### src/logic/program_space_data_window_consts.vh
// Constants for the program-space data window translator
`ifndef PROGRAM_SPACE_DATA_WINDOW_CONSTS_VH
`define PROGRAM_SPACE_DATA_WINDOW_CONSTS_VH

// ****************************************************************
// Widths
// ****************************************************************
`define EFF_ADDR_W        16
`define PAGE_W            10
`define PROG_ADDR_W       23
`define PROG_DATA_W       24
`define DATA_W            16

// ****************************************************************
// Field positions
// ****************************************************************
`define EFF_WINDOW_BIT    15
`define EFF_OFS_HI        14
`define PAGE_ROUTE_BIT    9
`define PAGE_HALF_BIT     8
`define PAGE_SEL_HI       7
`define PROG_UPPER_HI     23
`define PROG_UPPER_LO     16

// ****************************************************************
// Values
// ****************************************************************
`define TRAP_PAGE         10'h000
`define PAGE_RESET        10'h000
`define PAD_BYTE          8'h00
`define BE_LOW            2'b01
`define BE_HIGH           2'b10
`define BE_WORD           2'b11

// ****************************************************************
// Timing counts, in instruction cycles
// ****************************************************************
`define EXTRA_NONE        2'h0
`define EXTRA_MOVE        2'h1
`define EXTRA_OTHER       2'h2
`define EXTRA_REPEAT_EDGE 2'h2

`endif

### src/logic/program_space_data_window.v
// Data-space window onto program memory with trap and stall timing
`timescale 1ns/1ns
`default_nettype none
`include "program_space_data_window_consts.vh"

module program_space_data_window (
    input  wire                        sys_clk,
    input  wire                        rst_n,
    input  wire                        acc_valid,
    input  wire                        acc_write,
    input  wire                        acc_byte,
    input  wire [`EFF_ADDR_W-1:0]      effective_address,
    input  wire [`DATA_W-1:0]          acc_wdata,
    input  wire [`PAGE_W-1:0]          read_page_register,
    input  wire [`PAGE_W-1:0]          write_page_register,
    input  wire                        kind_move,
    input  wire                        in_repeat,
    input  wire                        repeat_first,
    input  wire                        repeat_last,
    input  wire                        repeat_int_exit,
    input  wire                        repeat_int_reentry,
    input  wire [`PROG_DATA_W-1:0]     prog_rdata,
    input  wire [`DATA_W-1:0]          data_rdata,
    output reg                         busy,
    output reg                         resp_valid,
    output reg  [`DATA_W-1:0]          resp_data,
    output reg                         addr_err_trap,
    output reg                         prog_rd,
    output reg  [`PROG_ADDR_W-1:0]     prog_addr,
    output reg                         prog_upper,
    output reg                         data_rd,
    output reg                         data_wr,
    output reg  [`EFF_ADDR_W-1:0]      data_addr,
    output reg  [1:0]                  data_be,
    output reg  [`DATA_W-1:0]          data_wdata
);

    // ****************************************************************
    // States
    // ****************************************************************
    localparam [1:0] ST_IDLE  = 2'h0;
    localparam [1:0] ST_ISSUE = 2'h1;
    localparam [1:0] ST_CAPT  = 2'h2;
    localparam [1:0] ST_WAIT  = 2'h3;

    // ****************************************************************
    // Decoding functions
    // ****************************************************************
    // Window access aimed at program memory
    function route_prog;
        input [`EFF_ADDR_W-1:0] eff;
        input [`PAGE_W-1:0]     page;
        input                   wr;
        begin
            route_prog = eff[`EFF_WINDOW_BIT] &
                         page[`PAGE_ROUTE_BIT] & ~wr;
        end
    endfunction

    // Window access with an empty page
    function zero_page_trap;
        input [`EFF_ADDR_W-1:0] eff;
        input [`PAGE_W-1:0]     page;
        begin
            zero_page_trap = eff[`EFF_WINDOW_BIT] &
                             (page == `TRAP_PAGE);
        end
    endfunction

    // Added instruction cycles for a program read
    function [1:0] extra_count;
        input mv;
        input rpt;
        input edge_case;
        begin
            if (!rpt) begin
                extra_count = mv ? `EXTRA_MOVE : `EXTRA_OTHER;
            end else if (edge_case) begin
                extra_count = `EXTRA_REPEAT_EDGE;
            end else begin
                extra_count = `EXTRA_NONE;
            end
        end
    endfunction

    // Byte pick with low byte at even address
    function [`DATA_W-1:0] pick_lane;
        input [`DATA_W-1:0] word;
        input               byte_acc;
        input               odd;
        begin
            if (!byte_acc) begin
                pick_lane = word;
            end else if (odd) begin
                pick_lane = {`PAD_BYTE, word[15:8]};
            end else begin
                pick_lane = {`PAD_BYTE, word[7:0]};
            end
        end
    endfunction

    // ****************************************************************
    // Request decode
    // ****************************************************************
    reg [1:0]              state;
    reg [1:0]              extra_left;
    reg                    hold_prog;
    reg                    hold_write;
    reg                    hold_byte;
    reg                    hold_odd;

    wire [`PAGE_W-1:0] applied_page;
    wire               req_trap;
    wire               req_prog;
    wire               rpt_edge;
    wire [1:0]         req_extra;
    wire [`PROG_ADDR_W-1:0] req_paddr;
    wire [`DATA_W-1:0] prog_word;
    wire [`DATA_W-1:0] next_word;
    wire [`DATA_W-1:0] next_resp;

    assign applied_page = acc_write ? write_page_register : read_page_register;
    assign req_trap     = zero_page_trap(effective_address, applied_page);
    assign req_prog     = route_prog(effective_address, read_page_register,
                                     acc_write);
    assign rpt_edge     = repeat_first | repeat_last | repeat_int_exit |
                          repeat_int_reentry;
    assign req_extra    = extra_count(kind_move, in_repeat, rpt_edge);

    // Page low byte over word offset, word half in bit 0
    assign req_paddr = {read_page_register[`PAGE_SEL_HI:0],
                        effective_address[`EFF_OFS_HI:1],
                        read_page_register[`PAGE_HALF_BIT]};

    // Upper word carries one real byte, phantom byte reads zero
    assign prog_word = prog_upper ?
        {`PAD_BYTE, prog_rdata[`PROG_UPPER_HI:`PROG_UPPER_LO]} :
        prog_rdata[`DATA_W-1:0];
    assign next_word = hold_prog ? prog_word : data_rdata;
    assign next_resp = pick_lane(next_word, hold_byte, hold_odd);

    // ****************************************************************
    // Sequencer
    // ****************************************************************
    always @(posedge sys_clk) begin
        if (!rst_n) begin
            state         <= ST_IDLE;
            extra_left    <= `EXTRA_NONE;
            hold_prog     <= 1'b0;
            hold_write    <= 1'b0;
            hold_byte     <= 1'b0;
            hold_odd      <= 1'b0;
            busy          <= 1'b0;
            resp_valid    <= 1'b0;
            resp_data     <= {`DATA_W{1'b0}};
            addr_err_trap <= 1'b0;
            prog_rd       <= 1'b0;
            prog_addr     <= {`PROG_ADDR_W{1'b0}};
            prog_upper    <= 1'b0;
            data_rd       <= 1'b0;
            data_wr       <= 1'b0;
            data_addr     <= {`EFF_ADDR_W{1'b0}};
            data_be       <= 2'b00;
            data_wdata    <= {`DATA_W{1'b0}};
        end else begin
            resp_valid    <= 1'b0;
            addr_err_trap <= 1'b0;
            prog_rd       <= 1'b0;
            data_rd       <= 1'b0;
            data_wr       <= 1'b0;
            case (state)
                ST_IDLE: begin
                    if (acc_valid) begin
                        hold_write <= acc_write;
                        hold_byte  <= acc_byte;
                        hold_odd   <= effective_address[0];
                        if (req_trap) begin
                            addr_err_trap <= 1'b1;
                        end else if (req_prog) begin
                            busy       <= 1'b1;
                            hold_prog  <= 1'b1;
                            prog_rd    <= 1'b1;
                            prog_addr  <= req_paddr;
                            prog_upper <= read_page_register[`PAGE_HALF_BIT];
                            extra_left <= req_extra;
                            state      <= ST_ISSUE;
                        end else begin
                            busy       <= 1'b1;
                            hold_prog  <= 1'b0;
                            data_rd    <= ~acc_write;
                            data_wr    <= acc_write;
                            data_addr  <= effective_address;
                            data_be    <= !acc_byte ? `BE_WORD :
                                          effective_address[0] ? `BE_HIGH :
                                          `BE_LOW;
                            data_wdata <= acc_byte ?
                                          {acc_wdata[7:0], acc_wdata[7:0]} :
                                          acc_wdata;
                            extra_left <= `EXTRA_NONE;
                            state      <= ST_ISSUE;
                        end
                    end
                end
                ST_ISSUE: begin
                    if (hold_write) begin
                        busy       <= 1'b0;
                        resp_valid <= 1'b1;
                        resp_data  <= {`DATA_W{1'b0}};
                        state      <= ST_IDLE;
                    end else begin
                        state <= ST_CAPT;
                    end
                end
                ST_CAPT: begin
                    resp_data <= next_resp;
                    if (extra_left == `EXTRA_NONE) begin
                        busy       <= 1'b0;
                        resp_valid <= 1'b1;
                        state      <= ST_IDLE;
                    end else begin
                        state <= ST_WAIT;
                    end
                end
                ST_WAIT: begin
                    extra_left <= extra_left - 2'h1;
                    if (extra_left == 2'h1) begin
                        busy       <= 1'b0;
                        resp_valid <= 1'b1;
                        state      <= ST_IDLE;
                    end
                end
                default: begin
                    busy  <= 1'b0;
                    state <= ST_IDLE;
                end
            endcase
        end
    end

endmodule
`default_nettype wire

### config.mk
export PLATFORM = sky130hd
export DESIGN_NAME = program_space_data_window
export DESIGN_NICKNAME = d
export VERILOG_FILES = /design/src/logic/program_space_data_window.v
export VERILOG_INCLUDE_DIRS = /design/src /design/src/logic
export SDC_FILE = /design/constraint.sdc
export NUM_CORES = 1
export LEC_CHECK = 0
export ABC_CLOCK_PERIOD_IN_PS = 3300
export BUFFER_PORTS_ARGS = -buffer_cell sky130_fd_sc_hd__buf_2
export CAP_MARGIN = 20
export CORE_MARGIN = 3
export CORE_UTILIZATION = 52
export CTS_BUF_LIST = sky130_fd_sc_hd__clkbuf_8
export DETAILED_ROUTE_END_ITERATION = 8
export PLACE_DENSITY_LB_ADDON = 0.12
export SLEW_MARGIN = 30
export SYNTH_ARGS = -nofsm -noshare
export SYNTH_HDL_FRONTEND = slang
export SYNTH_SLANG_ARGS = --single-unit
### constraint.sdc
create_clock -name sys_clk -period 3.3 [get_ports sys_clk]
set_input_delay 0.825 -clock sys_clk [delete_from_list [all_inputs] [get_ports sys_clk]]
set_output_delay 0.825 -clock sys_clk [all_outputs]
set_load 0.03 [all_outputs]
### After elaboration in Yosys (flattened, before gate mapping)

Cells that the tools add are included.

| storage, ports and cells | value |
|---|---|
| bits in registers | 88 |
| logic and storage cells | 91 |

| cells by class | value |
|---|---|
| add/subtract/negate cells | 1 |
| equality and inequality tests | 9 |
| multiplexer cells | 35 |
| bitwise logic cells | 12 |
| reduce and logical (&&, ||, !) cells | 16 |

Operator list:

| operator | number |
|---|---|
| $mux W16 | 5 |
| $pmux W16 S2 | 1 |
| $mux W2 | 13 |
| $reduce_and A3 Y1 | 4 |
| $logic_not A10 Y1 | 1 |
| $mux W1 | 10 |
| $mux W10 | 1 |
| $ne A2 B2 Y1 const B | 5 |
| $mux W8 | 1 |
| $pmux W2 S4 | 1 |
| $reduce_and A4 Y1 | 2 |
| $not A1 Y1 | 6 |
| $reduce_and A5 Y1 | 1 |
| $reduce_or A5 Y1 | 1 |
| $eq A2 B1 Y1 const B | 2 |
| $eq A2 B2 Y1 const B | 2 |
| $logic_not A2 Y1 | 2 |
| $pmux W1 S4 | 1 |
| $pmux W2 S2 | 1 |
| $reduce_and A2 Y1 | 2 |
| $reduce_bool A2 Y1 | 2 |
| $reduce_or A4 Y1 | 1 |
| $and A1 B1 Y1 | 3 |
| $or A1 B1 Y1 | 3 |
| other kinds (2) | 2 |

### Logic depth before layout (Yosys ltp)

Gate-level depths: netlist of run 1.

| depth | value |
|---|---|
| depth in word-level cells | 9 |
| depth in mapped cells | 6 |

### Worst setup path before layout of run 1

OpenSTA, ideal clock, no wires.

| timing | value |
|---|---|
| kind | in2reg |
| start point | input port read_page_register[0] |
| end point | register data_wdata[8] |
| library setup time | 79 ps |
| arrival time | 1909 ps |
| path slack | 1312 ps |
| cell stages on the path | 6 |
| buffers on the path | 2 |
| path through | nor4_1 nand3_2 and3_1 buf_6 buf_6 a211oi_2 |

| between the ends | value |
|---|---|
| longest elaborated chain between the ends | 5 |

RTL lines:

| element | line | RTL |
|---|---|---|
| start, declared | program_space_data_window.v:14 | `` input wire [`PAGE_W-1:0] read_page_register, `` |
| $mux W10 | program_space_data_window.v:122 | `assign applied_page = acc_write ? write_page_register : read_page_register;` |
| $logic_not A10 Y1 (no source line) | -- |  |
| $and A1 B1 Y1 | program_space_data_window.v:65 | `` zero_page_trap = eff[`EFF_WINDOW_BIT] & `` |
| $not A1 Y1 (no source line) | -- |  |
| $reduce_and A4 Y1 (no source line) | -- |  |
| end signal, assigned | program_space_data_window.v:164 | `` data_wdata <= {`DATA_W{1'b0}}; `` |
| end signal, assigned | program_space_data_window.v:196 | `data_wdata <= acc_byte ?` |
| end, declared | program_space_data_window.v:35 | `` output reg [`DATA_W-1:0] data_wdata `` |

No other way between the ends.
A chain may end at the register's enable or synchronous reset.

### Worst setup path in the final report of run 1

| timing | value |
|---|---|
| start point | register state[1] |
| end point | register data_wdata[7] |

| between the ends | value |
|---|---|
| longest elaborated chain between the ends | 2 |

RTL lines:

| element | line | RTL |
|---|---|---|
| start, declared | program_space_data_window.v:105 | `reg [1:0] state;` |
| start signal, assigned | program_space_data_window.v:147 | `state <= ST_IDLE;` |
| start signal, assigned | program_space_data_window.v:186 | `state <= ST_ISSUE;` |
| start signal, assigned | program_space_data_window.v:200 | `state <= ST_ISSUE;` |
| $logic_not A2 Y1 | program_space_data_window.v:171 | `case (state)` |
| $reduce_and A4 Y1 (no source line) | -- |  |

No other way between the ends.

==> impl_metrics.py, run 1 <==
metrics = {
    "power_and_ir_drop": {
        "leakage_nw": 2.26,
        "seqPwrFrac": 0.507,
        "p_sw_frac": 0.306,
        "pwr-share-clk": 0.296,
        "p_int_mw": 1.56,
        "power_density_nw_per_um2": 455,
        "comb_power_share": 0.197,
        "ir_worst_vdd_mv": 0.245,
        "power.total_mw": 2.25,
        "p_switching_mw": 0.687,
    },
    "floorplanning": {
        "dieWidth_um": 92.2,
        "die_h_um": 92.2,
        "core_um2": 6980,
        "start_util": 0.554,
        "ios": 183,
        "fp.dieArea_um2": 8510,
        "rows": 30,
    },
    "layout": {
        "final_cell_mix": "buf_2, nand2_1, dfxtp_1",
        "area_delta_synth_final_pct": 27.9,
        "fill_cells": 602,
        "drive_gt1_frac": 0.362,
        "nets": 714,
        "n_antenna_cell": 0,
        "final_common_cell": "buf_2",
    },
    "setup_path": {
        "reg2reg_depth": 6,
        "worstPathRequired_ps": 3580,
        "critical_path_class": "register to register",
        "start_kind": "register",
        "crit_fanout": 22,
        "worstPathArrival_ps": 2660,
        "cp-end-kind": "register",
    },
    "status": {
        "status": "completed",
    },
    "job": {
        "maxCapViolCount": 0,
    },
    "global_route": {
        "grt_max_degree": 36,
        "grt.total_usage": 0.251,
        "grt_pass1_vias": 3606,
        "gr-total-overflow": 0,
        "grt_pass1_wl_mm": 17.2,
        "antenna_found_initial": 0,
    },
    "clock_tree": {
        "htreeDepth": 3,
        "post_cts_buffers": 0,
        "insertion_delay_ps": 350,
        "cts_tree": "done",
        "holdBufCountCts": 0,
        "clkTransAtPathRegs_ps": 80,
        "cts_num_sinks": 87,
        "ctsRootBufferMaster": "clkbuf_8",
        "ctsResizeCount": 0,
        "cts_buffers": 9,
        "cts_buffer_depth": 2,
    },
    "drt": {
        "detail-route-antenna-nets": 0,
        "dr.pass1.iters": 5,
        "drc": 0,
        "drt_iter0_drc": 217,
        "vias_per_cell": 5.38,
        "wire_per_inst_um": 15.2,
        "routed_wl_mm": 10.8,
        "vias": 3821,
    },
    "min_path": {
        "hold_path_class": "register to register",
        "hold-path-cell-count": 2,
    },
    "logic_synthesis": {
        "synthArstFlopShare": 0,
        "syn_area_per_cell_um2": 8.69,
        "postSynthCellCount": 445,
        "synth_cell_types": 44,
        "synth_edf_count": 0,
        "yosysSeqAreaShare": 0.450,
        "synth_flop_cell": "dfxtp_1",
        "yosysWarnings": 0,
        "ys_ff_latch": 87,
        "syn-num-nets": 550,
        "netlist_area_um2": 3870,
    },
    "place": {
        "place.gp.congestion": 0.895,
        "dp_hpwl_mm": 8.26,
        "place_ws_ps": 572,
        "io_buffers": 182,
    },
    "sta": {
        "worst_slack_ps": 912,
        "grt_setup_unrepaired": "false",
        "final_hold_viol_count": 0,
        "slew_headroom": 0.437,
        "period_share": 0.724,
        "max_freq_mhz": 419,
        "period_minus_slack_ps": 2390,
        "setup_viol": 0,
        "tns_ps": 0,
        "clock_skew_ps": 12.9,
        "tightest_slew_ps": 842,
        "final-max-slew-violation-count": 0,
    },
}
==> flip-flops by register name, summed over array words and instances (netlist names), 2 cells and up <==
| register | flops |
|---|---|
| data_wdata | 16 |
| state | 2 |
| extra_left | 2 |
| prog_addr | 23 |
| data_be | 2 |
| data_addr | 16 |
| resp_data | 16 |
==> final timing paths <==
check | start | endpoint | slack (ps)
hold reg to reg | prog_addr[21] | prog_addr[21] | 460
setup / recovery | state[1] | data_wdata[7] | 910
hold / removal | prog_addr[21] | prog_addr[21] | 460
setup reg to reg | state[1] | data_wdata[7] | 910
==> cells by family after synthesis <==
kind of cell	share of synthesized area
fa+ha+maj	0.00647
mux	0.104
simple gates	0.182
compound gates	0.200
flops	0.450
buf+inv	0.0579
==> cell type report <==
type,instances,area [um2],area share
clock buffers,10,138,0.0278
clock inverters,6,37.5,0.00759
inverters,7,26.3,0.00532
multi-input cells,313,1900,0.385
flip-flops and latches,87,1740,0.352
well taps,96,120,0.0243
repair buffers,191,978,0.198
==> worst max-delay path, stage by stage, from the launching register on <==
cell,delay (ps)
dfxtp_1,520
or3b_4,500
nor2_2,90
buf_4,170
and3_2,520
buf_4,310
mux2i_1,210
==> per-layer routing <==
layer	vias up	GRT usage	part of all wire	wire length, um
li1	1888	-	-	-
met1	1782	0.329	0.43	4590
met2	138	0.414	0.49	5260
met3	13	0.0541	0.073	781
met4	0	0.0755	0.012	132
met5	-	0	0	0
==> cell usage after synthesis (2+ instances only) <==
cell / instances / area share
clkbuf_1: 22 / 0.021
a32oi_1: 2 / 0.0045
nor2_1: 20 / 0.019
a21oi_1: 35 / 0.045
a22o_1: 8 / 0.018
buf_6: 2 / 0.0058
and2_1: 3 / 0.0049
nor3_1: 2 / 0.0026
dfxtp_1: 87 / 0.45
a31oi_1: 10 / 0.016
o21a_1: 2 / 0.0039
nor4_1: 5 / 0.0081
a221oi_1: 8 / 0.018
mux2i_1: 40 / 0.10
a211oi_2: 8 / 0.026
nor2b_1: 3 / 0.0049
a311oi_1: 2 / 0.0045
buf_2: 11 / 0.014
o21ai_0: 9 / 0.012
ha_1: 2 / 0.0065
a211oi_1: 11 / 0.021
nand3_1: 4 / 0.0052
inv_1: 6 / 0.0058
a22oi_1: 8 / 0.016
buf_8: 2 / 0.0078
nand2b_1: 4 / 0.0065
nand2_1: 112 / 0.11
==> metrics by stage <==
step                      hold slack (ps)  utilization  cells  cell area, um2
after CTS                             455        0.708    710            4940
final                                 455        0.708    710            4940
after detailed placement              443        0.683    694            4770
after global placement                439        0.683    694            4770
after global routing                  481        0.708    710            4940
after floorplan                       432            -    445            3870
==> power groups by stage <==
stage / Clock, mW / Combinational (mW) / Sequential [mW]
3_5_place_dp: 0 / 0.443 / 1.16
4_1_cts: 0.676 / 0.444 / 1.14
6_report: 0.666 / 0.443 / 1.14
3_3_place_gp: 0 / 0.433 / 1.16
5_1_grt: 0.724 / 0.479 / 1.15
2_1_floorplan: 0 / 0.197 / 1.26
No activity file was read; power rests on OpenSTA's default activity.
==> run 2, diff against run 1 <==
ABC_CLOCK_PERIOD_IN_PS = 2300   (was 3300)
CORE_UTILIZATION = 48   (was 52)
clock period = 2.3 ns   (was 3.3 ns; I/O delays follow)
==> impl_metrics.py, run 2 (same netlist as run 1, synthesis figures left out) <==
metrics = {
    "status": {
        "status": "completed",
    },
    "setup_path": {
        "cp-end-kind": "output port",
        "worstPathArrival_ps": 1350,
        "worstPathRequired_ps": 1730,
        "critical_path.top_delay_family": "flip-flops",
        "crit_slowest_cell": "dfxtp_1",
        "start_kind": "register",
        "critPathBufInv": 1,
        "critical_path_class": "register to output port",
        "path_cells": "buf_2",
        "critical-path-max-stage-delay_ps": 700,
        "crit_fanout": 12,
    },
    "layout": {
        "nets": 722,
        "largest_reg_flops": 23,
        "multi_input_area_um2": 1900,
        "area_delta_synth_final_pct": 30.5,
        "final_common_cell": "buf_2",
        "regArea_um2": 1740,
        "top_register": "prog_addr",
        "n_antenna_cell": 0,
        "final_area_um2": 5040,
        "final_cell_count_no_fill": 724,
        "drive_gt1_frac": 0.371,
        "fill_cells": 711,
        "final_cell_mix": "buf_2, nand2_1, dfxtp_1",
    },
    "clock_tree": {
        "cts_buffers": 9,
        "post_cts_buffers": 0,
        "cts_num_sinks": 87,
        "cts_buffer_depth": 2,
        "ctsRootBufferMaster": "clkbuf_8",
        "htreeDepth": 3,
        "clkTransAtPathRegs_ps": 90,
        "ctsResizeCount": 0,
        "holdBufCountCts": 0,
        "cts_tree": "done",
        "insertion_delay_ps": 350,
    },
    "floorplanning": {
        "rows": 32,
        "core_um2": 7770,
        "die_h_um": 95.7,
        "ios": 183,
        "dieWidth_um": 95.7,
        "fp.dieArea_um2": 9170,
        "start_util": 0.498,
    },
    "global_route": {
        "gr-total-overflow": 0,
        "antenna_found_initial": 0,
        "grt_max_degree": 61,
        "grt_pass1_vias": 3464,
        "grt_pass1_wl_mm": 16.2,
        "grt.total_usage": 0.223,
    },
    "place": {
        "dp_hpwl_mm": 8.14,
        "dp.cells": 708,
        "place_area_um2": 4850,
        "place_ws_ps": 274,
        "io_buffers": 182,
        "place.gp.congestion": 0.793,
    },
    "power_and_ir_drop": {
        "leakage_nw": 2.32,
        "ir_worst_vdd_mv": 0.423,
        "power_density_nw_per_um2": 660,
    },
    "sta": {
        "period_share": 0.836,
        "slew_headroom": 0.527,
        "setup_viol": 0,
        "tightest_slew_ps": 708,
        "max_freq_mhz": 520,
        "tns_ps": 0,
        "worst_slack_ps": 376,
        "grt_setup_unrepaired": "false",
        "final_hold_viol_count": 0,
        "final-max-slew-violation-count": 0,
        "period_minus_slack_ps": 1920,
        "clock_skew_ps": 9.92,
    },
    "min_path": {
        "hold_path_class": "register to register",
    },
    "drt": {
        "vias_per_cell": 5.28,
        "dr.pass1.iters": 4,
        "detail-route-antenna-nets": 0,
        "wire_per_inst_um": 14.6,
        "routed_wl_mm": 10.6,
        "vias": 3821,
        "drc": 0,
        "drt_iter0_drc": 139,
    },
    "job": {
        "maxCapViolCount": 0,
    },
}
==> run 2: layout make-up <==
cell class | instances | share of cell area
tap | 102 | 0.0253
multi-input combinational | 313 | 0.377
sequential | 87 | 0.345
timing repair buffer | 199 | 0.208
clock inverter | 7 | 0.0141
inverter | 7 | 0.00521
clock buffer | 9 | 0.0246
==> run 2: per-layer routing <==
metal	global-route usage	vias up	wire (um)
met3	0.0649	12	940
li1	-	1909	-
met2	0.360	129	5010
met1	0.288	1771	4530
met5	0	-	0
met4	0.0699	0	118
==> run 2: power breakdown <==
part           total [mW]  internal, mW  switching, mW
Combinational       0.646         0.249          0.397
Clock                1.05         0.504          0.544
Sequential           1.63          1.58         0.0482
==> run 2: final timing paths <==
path / depth (start not counted) / slack, ps / end / startpoint
max: 1 / 380 / prog_upper / prog_addr[0]
min reg2reg: 2 / 450 / prog_addr[19] / prog_addr[19]
max reg2reg: 4 / 410 / busy / state[1]
min: 2 / 450 / prog_addr[19] / prog_addr[19]
==> run 2: tightest hold or removal path, cell delays in order (launching register included) <==
cell and delay (ps):
dfxtp_1 320, nand2_1 50, a21oi_1 50
==> run 2: through the flow <==
step	power (mW)	hold WS, ps	util
after global routing	3.47	466	0.649
after detailed placement	2.32	445	0.624
after CTS	3.35	457	0.649
after floorplan	2.08	432	-
final	3.33	453	0.649
after global placement	2.30	438	0.624
==> run 3, diff against run 2 <==
ABC_AREA = 1   (was default)
ABC_CLOCK_PERIOD_IN_PS = 1650   (was 2300)
CORE_UTILIZATION = 43   (was 48)
clock period = 1.65 ns   (was 2.3 ns; I/O delays follow)
==> impl_metrics.py, run 3 <==
metrics = {
    "status": {
        "status": "completed",
    },
    "drt": {
        "vias_per_cell": 4.89,
        "vias": 4080,
        "drt_iter0_drc": 148,
        "dr.pass1.iters": 4,
        "detail-route-antenna-nets": 0,
        "routed_wl_mm": 10.9,
        "wire_per_inst_um": 13.0,
        "drc": 0,
    },
    "sta": {
        "slew_headroom": 0.672,
        "final-max-slew-violation-count": 0,
        "max_freq_mhz": 675,
        "worst_slack_ps": 169,
        "setup_viol": 0,
        "clock_skew_ps": 6.89,
        "final_hold_viol_count": 0,
        "period_minus_slack_ps": 1480,
        "period_share": 0.898,
        "tightest_slew_ps": 491,
        "grt_setup_unrepaired": "false",
        "whs_ps": 267,
    },
    "logic_synthesis": {
        "synth_flop_cell": "dfxtp_1",
        "synthArstFlopShare": 0,
        "synth_top_area_cell": "dfxtp_1",
        "syn-num-nets": 638,
        "syn_area_per_cell_um2": 7.03,
        "netlist.area_leader.share": 0.465,
        "netlist_area_um2": 3750,
        "ys_ff_latch": 87,
        "yosysWarnings": 0,
        "synth.most_common_cell": "nand2_1",
        "yosysSeqAreaShare": 0.465,
        "synth_area_leaders": "dfxtp_1, nand2_1, a21oi_1",
        "postSynthCellCount": 533,
        "synth_edf_count": 0,
        "synthTopCellsByCount": "nand2_1, dfxtp_1, a21oi_1",
        "synth_cell_types": 29,
    },
    "clock_tree": {
        "cts_num_sinks": 87,
        "insertion_delay_ps": 350,
        "holdBufCountCts": 0,
        "post_cts_buffers": 0,
        "cts_tree": "done",
        "cts_buffer_depth": 2,
        "ctsResizeCount": 0,
        "ctsRootBufferMaster": "clkbuf_8",
        "cts_buffers": 9,
        "htreeDepth": 3,
        "clkTransAtPathRegs_ps": 90,
    },
    "setup_path": {
        "crit_slowest_cell": "dfxtp_1",
        "crit_fanout": 10,
        "crit_path_start": "prog_addr[0]",
        "start_kind": "register",
        "path_depth": 2,
        "critical_path_class": "register to output port",
        "critPathBufInv": 2,
        "worstPathArrival_ps": 1070,
        "reg2reg_from": "state[0]",
        "r2r_setup_slack_ps": 180,
        "cp-endpoint": "prog_upper",
        "critical-path-max-stage-delay_ps": 350,
        "rr_endpoint": "prog_addr[17]",
        "reg2reg_depth": 8,
        "critical_path.top_delay_family": "buffers and inverters",
        "path_cells": "buf_4 -> buf_2",
        "cp-end-kind": "output port",
        "worstPathRequired_ps": 1240,
    },
    "floorplanning": {
        "rows": 33,
        "fp.dieArea_um2": 9870,
        "dieWidth_um": 99.4,
        "start_util": 0.449,
        "die_h_um": 99.4,
        "core_um2": 8340,
        "ios": 183,
    },
    "layout": {
        "area_delta_synth_final_pct": 35.7,
        "final_util": 0.610,
        "n_antenna_cell": 0,
        "final_common_cell": "nand2_1",
        "final_area_um2": 5080,
        "top_register": "prog_addr",
        "final_cell_mix": "nand2_1, buf_2, dfxtp_1",
        "largest_reg_flops": 23,
        "fill_cells": 816,
        "nets": 830,
        "drive_gt1_frac": 0.325,
    },
    "min_path": {
        "hold_path_startpoint": "effective_address[10]",
        "hold_path_class": "input port to register",
    },
    "place": {
        "place_area_um2": 4840,
        "place_ws_ps": -184,
        "place.gp.congestion": 0.828,
        "dp_hpwl_mm": 7.97,
        "io_buffers": 182,
    },
    "global_route": {
        "gr-total-overflow": 0,
        "grt_pass1_vias": 3757,
        "grt_max_degree": 45,
        "antenna_found_initial": 0,
        "grt.total_usage": 0.216,
        "grt_pass1_wl_mm": 17.5,
    },
    "power_and_ir_drop": {
        "power_density_nw_per_um2": 945,
        "ir_worst_vdd_mv": 0.420,
        "leakage_nw": 2.71,
    },
    "job": {
        "maxCapViolCount": 0,
    },
}
[run 3: changes by cell type in the layout (fill, tap and decap cells not counted), sizes merged, moves of 9 or more]
cell | before | now
nand4 | 0 | 23
o21ai | 9 | 27
mux2i | 40 | 0
nor2 | 21 | 33
a31oi | 10 | 1
inv | 7 | 30
nand3 | 5 | 15
nand2 | 112 | 228
a211oi | 19 | 0
[run 3: cell families after synthesis]
kind of cell | synth area share
buffers and inverters | 0.0728
DFF | 0.465
and+or+nand+nor | 0.340
adders and majority gates | 0.00668
AOI/OAI and AO/OA | 0.116
[run 3: routing by layer]
layer	vias to the layer above	part of all wire	routed length (um)	GRT usage
met1	1802	0.42	4610	0.277
met3	8	0.095	1030	0.0540
met5	-	0	0	0
met4	0	0.0086	94	0.0683
li1	2099	-	-	-
met2	171	0.47	5140	0.360
[run 3: worst reg2reg max path: stages, from the launching register on]
cell     delay, ps
dfxtp_1        320
nor2_1         160
nand2_1        100
inv_2           90
buf_4          210
nand3_2        160
buf_12         180
nand2_1         60
a21oi_1         60
[run 3: power by group]
group,internal (mW),switching [mW],leakage [nW],total [mW]
logic,0.306,0.571,1.89,0.877
clock network,0.872,0.799,0.111,1.67
registers,2.21,0.0544,0.709,2.26
total,3.38,1.42,2.71,4.81
[run 3: stage by stage]
stage / power (mW) / TNS, ps / instances
2_1_floorplan: 2.83 / 0 / 533
3_3_place_gp: 3.17 / -4990 / 818
3_5_place_dp: 3.18 / -6540 / 818
4_1_cts: 4.86 / 0 / 834
5_1_grt: 5.06 / 0 / 835
6_report: 4.81 / 0 / 835
[run 3: area by class of cell]
| type | instances | area (um2) | share of cell area |
|---|---|---|---|
| repair buffers | 207 | 1120 | 0.221 |
| flip-flops and latches | 87 | 1740 | 0.343 |
| well taps | 105 | 131 | 0.0258 |
| clock buffers | 9 | 124 | 0.0244 |
| inverters | 30 | 118 | 0.0231 |
| clock inverters | 7 | 103 | 0.0202 |
| multi-input cells | 390 | 1740 | 0.343 |
[run 3: how the worst min path moves through the flow]
stage                     slack, ps  depth (start not counted)       endpoint
after floorplan                 460                          2  extra_left[1]
after global placement          420                          2  data_wdata[4]
after detailed placement        430                          2  data_wdata[4]
after CTS                       250                          3   data_addr[9]
after global routing            240                          3  data_addr[13]
final                           270                          3  data_addr[10]
